--- config.mk ---
export PLATFORM = sky130hd
export DESIGN_NAME = rtdt_trim
export DESIGN_NICKNAME = d
export VERILOG_FILES = /design/src/rtdt_pkg.sv /design/src/rtdt_pin_sync.sv /design/src/rtdt_trim.sv
export VERILOG_INCLUDE_DIRS = /design/src
export SDC_FILE = /design/constraint.sdc
export NUM_CORES = 1
export LEC_CHECK = 0
export BUFFER_PORTS_ARGS = -buffer_cell sky130_fd_sc_hd__buf_2
export CAP_MARGIN = 20
export CORE_AREA = 2 2 60 105
export CTS_BUF_LIST = sky130_fd_sc_hd__clkbuf_8
export DETAILED_ROUTE_END_ITERATION = 6
export DIE_AREA = 0 0 62 107
export PLACE_DENSITY = 0.77
export SYNTH_ARGS = -nofsm -noshare
export SYNTH_HDL_FRONTEND = slang
export SYNTH_HIERARCHICAL = 1
export SYNTH_SLANG_ARGS = --single-unit
--- constraint.sdc ---
create_clock -name sys_clk -period 1.3 [get_ports sys_clk]
set_clock_uncertainty 0.1 [all_clocks]
set_input_delay 0.325 -clock sys_clk [delete_from_list [all_inputs] [get_ports sys_clk]]
set_output_delay 0.325 -clock sys_clk [all_outputs]
set_load 0.02 [all_outputs]
--- src/rtdt_params.svh ---
`ifndef RTDT_PARAMS_SVH
`define RTDT_PARAMS_SVH

// ==========================================================
// Oscillator trim register layout
`define RTDT_TRIM_RESET 8'h00
`define RTDT_TRIM_SIGN_BIT 7
`define RTDT_MAG_ZERO 7'h00

// ==========================================================
// Prescaler and timekeeping
`define RTDT_PRE_W 15
`define RTDT_PRE_LAST 15'h7FFF
`define RTDT_PRE_ONE 15'h0001
`define RTDT_SLOT_LAST 8'hFF
`define RTDT_SLOT_MSB 7
`define RTDT_SEC_LAST 6'h3B
`define RTDT_SEC_ONE 6'h01
`define RTDT_SEC_ZERO 6'h00
`define RTDT_HOLD_ZERO 8'h00
`define RTDT_HOLD_ONE 8'h01

// ==========================================================
// Square-wave taps into the prescaler
`define RTDT_TAP_1HZ 14
`define RTDT_TAP_4K 2
`define RTDT_TAP_8K 1
`define RTDT_TAP_64HZ 8

// ==========================================================
// Square-wave rate codes
`define RTDT_RATE_1HZ 2'h0
`define RTDT_RATE_4K 2'h1
`define RTDT_RATE_8K 2'h2
`define RTDT_RATE_32K 2'h3

`endif

--- src/rtdt_pkg.sv ---
package rtdt_pkg;

	// Control bits held by the serial-bus front end
	typedef struct packed {
		logic osc_start;
		logic ext_clock_input_enable;
		logic square_wave_enable;
		logic coarse_trim_enable;
		logic [1:0] square_wave_rate_select;
	} rtdt_ctrl_t;

	// Oscillator trim register
	typedef struct packed {
		logic add_cycles;
		logic [6:0] trim_magnitude;
	} rtdt_trim_t;

endpackage : rtdt_pkg

--- src/rtdt_pin_sync.sv ---
`timescale 1ns/1ps
`default_nettype none

module rtdt_pin_sync (
	input wire logic sys_clk,
	input wire logic rst_n,
	input wire logic pin_in,
	output logic level_out,
	output logic rise_out
);

	logic meta_ff;
	logic sync_ff;
	logic last_ff;

	// ==========================================================
	// Two-flop synchroniser, first stage read only by the second
	always_ff @(posedge sys_clk or negedge rst_n)
	begin
		if (!rst_n)
		begin
			meta_ff <= 1'b0;
			sync_ff <= 1'b0;
			last_ff <= 1'b0;
		end
		else
		begin
			meta_ff <= pin_in;
			sync_ff <= meta_ff;
			last_ff <= sync_ff;
		end
	end

	assign level_out = sync_ff;
	assign rise_out = sync_ff & ~last_ff;

endmodule : rtdt_pin_sync

`default_nettype wire

--- src/rtdt_trim.sv ---
`timescale 1ns/1ps
`default_nettype none
`include "rtdt_params.svh"

module rtdt_trim (
	input wire logic sys_clk,
	input wire logic rst_n,
	input wire logic osc_pin,
	input wire rtdt_pkg::rtdt_ctrl_t ctrl,
	input wire logic trim_wr,
	input wire rtdt_pkg::rtdt_trim_t trim_wdata,
	output rtdt_pkg::rtdt_trim_t trim_rdata,
	output logic second_tick,
	output logic [5:0] seconds_count,
	output logic multi_function_output_pin
);
	import rtdt_pkg::*;

	logic rst_meta_ff;
	logic rst_sync_ff;
	logic osc_level;
	logic osc_rise;
	rtdt_trim_t trim_ff;
	logic [14:0] pre_ff;
	logic [14:0] nxt_pre;
	logic [5:0] sec_ff;
	logic [5:0] nxt_sec;
	logic [7:0] hold_ff;
	logic [7:0] nxt_hold;
	logic tick_ff;
	logic mfp_ff;
	logic nxt_mfp;

	// ==========================================================
	// Reset release
	always_ff @(posedge sys_clk or negedge rst_n)
	begin
		if (!rst_n)
		begin
			rst_meta_ff <= 1'b0;
			rst_sync_ff <= 1'b0;
		end
		else
		begin
			rst_meta_ff <= 1'b1;
			rst_sync_ff <= rst_meta_ff;
		end
	end

	// ==========================================================
	// Oscillator pin, crystal or external clock
	rtdt_pin_sync u_osc_sync (
		.sys_clk(sys_clk),
		.rst_n(rst_sync_ff),
		.pin_in(osc_pin),
		.level_out(osc_level),
		.rise_out(osc_rise)
	);

	// ==========================================================
	// Decode
	wire osc_run = ctrl.osc_start | ctrl.ext_clock_input_enable;
	wire osc_tick = osc_rise & osc_run;
	wire holding = hold_ff != `RTDT_HOLD_ZERO;
	wire [14:0] pre_inc = pre_ff + `RTDT_PRE_ONE;
	wire sec_wrap = pre_ff == `RTDT_PRE_LAST;
	wire minute_slot = sec_wrap && (sec_ff == `RTDT_SEC_LAST);
	wire coarse_slot = pre_ff[`RTDT_SLOT_MSB:0] == `RTDT_SLOT_LAST;
	wire [7:0] trim_cycles = {trim_ff.trim_magnitude, 1'b0};
	wire trim_on = trim_ff.trim_magnitude != `RTDT_MAG_ZERO;
	wire trim_slot = ctrl.coarse_trim_enable ? coarse_slot : minute_slot;
	wire trim_evt = osc_tick && !holding && trim_slot && trim_on;
	// Jump lands inside one 256-cycle slot, so no second is skipped
	wire [14:0] pre_jump = pre_inc + {7'h00, trim_cycles};

	// ==========================================================
	// Prescaler with trim
	always_comb
	begin
		nxt_pre = pre_ff;
		nxt_hold = hold_ff;
		nxt_sec = sec_ff;
		if (osc_tick)
		begin
			if (holding)
			begin
				nxt_hold = hold_ff - `RTDT_HOLD_ONE;
			end
			else
			begin
				nxt_pre = pre_inc;
				if (trim_evt)
				begin
					if (trim_ff.add_cycles)
						nxt_hold = trim_cycles;
					else
						nxt_pre = pre_jump;
				end
				if (sec_wrap)
					nxt_sec = (sec_ff == `RTDT_SEC_LAST) ? `RTDT_SEC_ZERO
						: sec_ff + `RTDT_SEC_ONE;
			end
		end
	end

	// ==========================================================
	// Square wave selection
	always_comb
	begin
		nxt_mfp = 1'b0;
		if (ctrl.square_wave_enable)
		begin
			// coarse mode shows trimmed 64 Hz
			if (ctrl.coarse_trim_enable)
				nxt_mfp = pre_ff[`RTDT_TAP_64HZ];
			else
			begin
				unique case (ctrl.square_wave_rate_select)
					`RTDT_RATE_1HZ: nxt_mfp = pre_ff[`RTDT_TAP_1HZ];
					`RTDT_RATE_4K: nxt_mfp = pre_ff[`RTDT_TAP_4K];
					`RTDT_RATE_8K: nxt_mfp = pre_ff[`RTDT_TAP_8K];
					`RTDT_RATE_32K: nxt_mfp = osc_level;
				endcase
			end
		end
	end

	// ==========================================================
	// State
	always_ff @(posedge sys_clk or negedge rst_sync_ff)
	begin
		if (!rst_sync_ff)
		begin
			trim_ff <= `RTDT_TRIM_RESET;
			pre_ff <= '0;
			sec_ff <= `RTDT_SEC_ZERO;
			hold_ff <= `RTDT_HOLD_ZERO;
			tick_ff <= 1'b0;
			mfp_ff <= 1'b0;
		end
		else
		begin
			if (trim_wr)
				trim_ff <= trim_wdata;
			pre_ff <= nxt_pre;
			sec_ff <= nxt_sec;
			hold_ff <= nxt_hold;
			// time registers see only whole seconds
			tick_ff <= osc_tick && !holding && sec_wrap;
			mfp_ff <= nxt_mfp;
		end
	end

	assign trim_rdata = trim_ff;
	assign second_tick = tick_ff;
	assign seconds_count = sec_ff;
	assign multi_function_output_pin = mfp_ff;

	// ==========================================================
	// Checks
	property p_add_hold;
		@(posedge sys_clk) disable iff (!rst_sync_ff)
		trim_evt && trim_ff.add_cycles |=> hold_ff == $past(trim_cycles);
	endproperty
	a_add_hold: assert property (p_add_hold) else $error("add trim not loaded");

	property p_sub_jump;
		@(posedge sys_clk) disable iff (!rst_sync_ff)
		trim_evt && !trim_ff.add_cycles
			|=> pre_ff == $past(pre_ff) + `RTDT_PRE_ONE + {7'h00, $past(trim_cycles)};
	endproperty
	a_sub_jump: assert property (p_sub_jump) else $error("subtract jump wrong");

	property p_hold_freeze;
		@(posedge sys_clk) disable iff (!rst_sync_ff)
		holding && osc_tick |=> $stable(pre_ff) && hold_ff == $past(hold_ff) - `RTDT_HOLD_ONE;
	endproperty
	a_hold_freeze: assert property (p_hold_freeze) else $error("prescaler moved in hold");

	property p_zero_off;
		@(posedge sys_clk) disable iff (!rst_sync_ff)
		!trim_on && !holding && osc_tick |=> !holding && pre_ff == $past(pre_inc);
	endproperty
	a_zero_off: assert property (p_zero_off) else $error("trim with zero magnitude");

	property p_coarse_rate;
		@(posedge sys_clk) disable iff (!rst_sync_ff)
		ctrl.coarse_trim_enable && trim_on && osc_tick && !holding
			&& pre_ff[`RTDT_SLOT_MSB:0] == `RTDT_SLOT_LAST |-> trim_evt;
	endproperty
	a_coarse_rate: assert property (p_coarse_rate) else $error("coarse slot missed");

	property p_fine_minute;
		@(posedge sys_clk) disable iff (!rst_sync_ff)
		trim_evt && !ctrl.coarse_trim_enable
			|-> sec_ff == `RTDT_SEC_LAST && pre_ff == `RTDT_PRE_LAST;
	endproperty
	a_fine_minute: assert property (p_fine_minute) else $error("fine trim off minute");

	property p_sqw_off;
		@(posedge sys_clk) disable iff (!rst_sync_ff)
		!ctrl.square_wave_enable ##1 !ctrl.square_wave_enable |-> !multi_function_output_pin;
	endproperty
	a_sqw_off: assert property (p_sqw_off) else $error("pin driven while disabled");

	property p_coarse_64;
		@(posedge sys_clk) disable iff (!rst_sync_ff)
		ctrl.square_wave_enable && ctrl.coarse_trim_enable
			|=> multi_function_output_pin == $past(pre_ff[`RTDT_TAP_64HZ]);
	endproperty
	a_coarse_64: assert property (p_coarse_64) else $error("64 Hz output wrong");

	property p_second_tick;
		@(posedge sys_clk) disable iff (!rst_sync_ff)
		second_tick |-> $past(sec_wrap) && $past(osc_tick) && !$past(holding)
			&& pre_ff == ($past(trim_evt && !trim_ff.add_cycles) ? $past(pre_jump) : '0);
	endproperty
	a_second_tick: assert property (p_second_tick) else $error("second tick misplaced");

endmodule : rtdt_trim

`default_nettype wire

==> key figures <==
Route
  – Remaining DRCs: 0
  – Iter 0 DRT Violations: slightly above 600
  – Vias: a little under 4,000
  – Final WL: 16,760 um
  – Final antenna-violating net count: 0
  – TritonRoute pass-1 iters: 7
  – WL per Instance: 30.25 um
  – Via density: around 7

Timing
  – Final Max Tran Viols: 0
  – Final hold vios: 0
  – Final min period: roughly 2.9 ns
  – Slew at the pin with the worst max-slew slack: between 0.6 and 0.7 ns
  – Final Worst Setup Slack: -1.562 ns
  – Final setup violation count: 46
  – Worst rel slew slack: 56.04%
  – Final hold slack: between 0.1 and 0.15 ns
  – Final period util: 220.1%
  – Highest clock rate: between 300 and 400 MHz
  – RSZ-0062 raised after global routing: yes
  – Setup_tns: -36.10 ns

Flow run
  – Maxcap violations: 0

Finish
  – Fillers: 241
  – Nets@finish: ~500
  – Post-layout util: between 80% and 90%
  – Share of post-route cells with drive strength above 1: 62.61%
  – Area Growth Syn to Fin: 80.26%
  – Post-route design area: roughly 5100 um2
  – Diodes inserted: 0
  – Non-Filler Instances: 554

Yosys
  – Unique masters post-synth: 55
  – Most used DFF post-synth: dfrtp_1
  – Synth Cell Area: 2826 um2
  – Synth Register Bits: 44
  – Ranking of synthesized cells by area: dfrtp_1, ha_1, xnor2_1
  – Synth Warn #: 6
  – Async S/R FF share, synth: 100.0%
  – Commonest cells in the synthesized netlist: dfrtp_1, nand2_1, a21oi_1
  – Count leader, synth: dfrtp_1
  – Mean post-synth cell area: approximately 9.4 um2
  – Post-synth EDFFs: 0
  – Synth top area share: approximately two fifths
  – Syn Nets: about 330
  – Dominant cell type by area after synthesis: dfrtp_1
  – Synth Instances: 300
  – Register area share after synthesis: approximately two fifths

Clock network
  – CTS tree: built
  – CTS sink cnt: 44
  – Largest buffer count on any clock path: 2
  – CTS buffer count: 5
  – Htree depth: 2
  – Clock-pin slew on the worst setup and hold paths: approximately 0.10 ns
  – Clk_lat worst skew: between 0.3 and 0.4 ns
  – CTS root buf: clkbuf_8

Pwr
  – Leakage Power: roughly 2.3 nW
  – PwrDens: roughly 1100 nW/um2
  – Overall Power: approximately 5.7 mW
  – Worst VDD drop: 0.001311 V

Global routing
  – GR Layer Usage met3: under 10%
  – First-pass GRT wire length: about 19,000 um
  – Gr usage total: roughly two fifths
  – Largest net degree at the start of global routing: 26
  – Met1 Track Usage GR: between 40% and 50%
  – GR Layer Usage met2: 67.34%
  – Vias in the first global route: approximately 3,700
  – GRT busiest layer: met2
  – GRT Residual Overflow: 0
  – Initial antenna violation count: 1

Floorplanning
  – Chip Width: 62 um
  – IO Count: 34
  – Die height: between 100 and 150 um
  – Die area: between 6000 and 7000 um2
  – Initial Util: just under 50%
  – # rows: 37
  – Core Area: just under 6000 um2

Status
  – Failing checks: setup timing
  – Status: finished with violations

Worst setup path
  – CP Capture Type: register
  – Crit Path Category: register to register
  – Crit Path Max Fanout: 5
  – Worst setup SP type: register
  – Crit path required time: ~1.4 ns
  – Crit path DAT: approximately 3.0 ns

Placed design
  – Placed cell count: 515
  – Detailed Place HPWL: 6840 um
  – Dpl ws: -1.266 ns
  – Cell area after placement: about 4000 um2
  – Buffers on Ports: 33
  – Placer Congestion: 0.8903

Min path
  – Worst Hold Class: input port to register
-- registers in the layout, summed over array words and instances (netlist names) --
register                   count
hold_ff                        8
seconds_count                  6
second_tick                    1
trim_rdata                     8
rst_sync_ff                    1
multi_function_output_pin      1
u_osc_sync/last_ff             1
rst_meta_ff                    1
u_osc_sync/level_out           1
pre_ff                        15
u_osc_sync/meta_ff             1
-- cell families (layout without fill, tap and decap cells) --
logic type               after synthesis  after routing  share of synthesized area [%]
buffers and inverters                 22            198                          3.497
XOR/XNOR                              20             20                          6.198
multiplexers                          14             14                          5.755
adder cells (fa/ha/maj)               14             14                          6.463
AND/OR/NAND/NOR                      113            113                          22.71
AO/OA/AOI/OAI                         72             72                          16.29
flip-flops                            44             44                          38.96
other                                  1              1                         0.1327
-- metal layers --
metal  part of all wire [%]  vias up
met5                  0.066        -
met4                     13        2
met3                     11      213
met2                     47      398
met1                     30     1823
li1                       -     1429
-- final timing paths --
kind / endpoint / cells after the start / slack [ns] / startpoint
hold / removal: multi_function_output_pin / 2 / 0.11 / ctrl[3]
setup reg to reg: pre_ff[12] / 11 / -1.56 / pre_ff[1]
setup / recovery: pre_ff[12] / 11 / -1.56 / pre_ff[1]
min in group asynchronous: hold_ff[0] / 1 / 0.17 / rst_sync_ff
max in group asynchronous: pre_ff[1] / 1 / 0.56 / rst_sync_ff
hold reg to reg: hold_ff[0] / 1 / 0.17 / rst_sync_ff
-- power by group --
part	switching [mW]	leakage (nW)	internal, mW
clock	0.607	0.0614	0.631
combinational	1.45	1.66	1.27
sequential	0.214	0.549	1.55
total	2.27	2.27	3.45
-- cell type report --
cell class	count	area, um2	area share, %
timing repair buffer	179	1499	29.42
sequential	44	1114	21.86
clock buffer	6	82.58	1.621
tap	78	97.59	1.916
inverter	11	43.79	0.8595
clock inverter	2	38.79	0.7613
multi-input combinational	234	2220	43.57
-- repair_timing --
item,in CTS,in global routing
resized for setup,110,56
setup buffers,16,19
hold buffers,2,0
setup endpoints to repair,45,46
pin swaps,44,28
hold endpoints to repair,3,0
-- critical path: stages, from the launching register on --
cell     delay, ns
dfrtp_2       0.47
ha_4          0.21
nand3_2       0.11
xnor2_2       0.18
ha_4          0.31
o21ai_2       0.09
o21ai_2       0.30
a31oi_4       0.19
buf_4         0.18
nor4_4        0.19
xor2_1        0.32
o21ai_1       0.09
-- placed cells by master (no fill, tap or decap), drive strengths merged, types with 3 or more instances in the layout --
cell      n
or3       3
nand3    12
a211oi    4
nand4     6
xor2      6
nand2b    6
o21ai    29
dfrtp    44
mux2      8
buf     177
mux2i     5
nor2     16
ha       13
nor3     15
nor4     11
nand2    31
clkbuf    6
a21o      4
a21oi    19
inv      11
nor2b     3
or2       6
xnor2    14
Note: power is estimated with default switching activity, not from simulation.
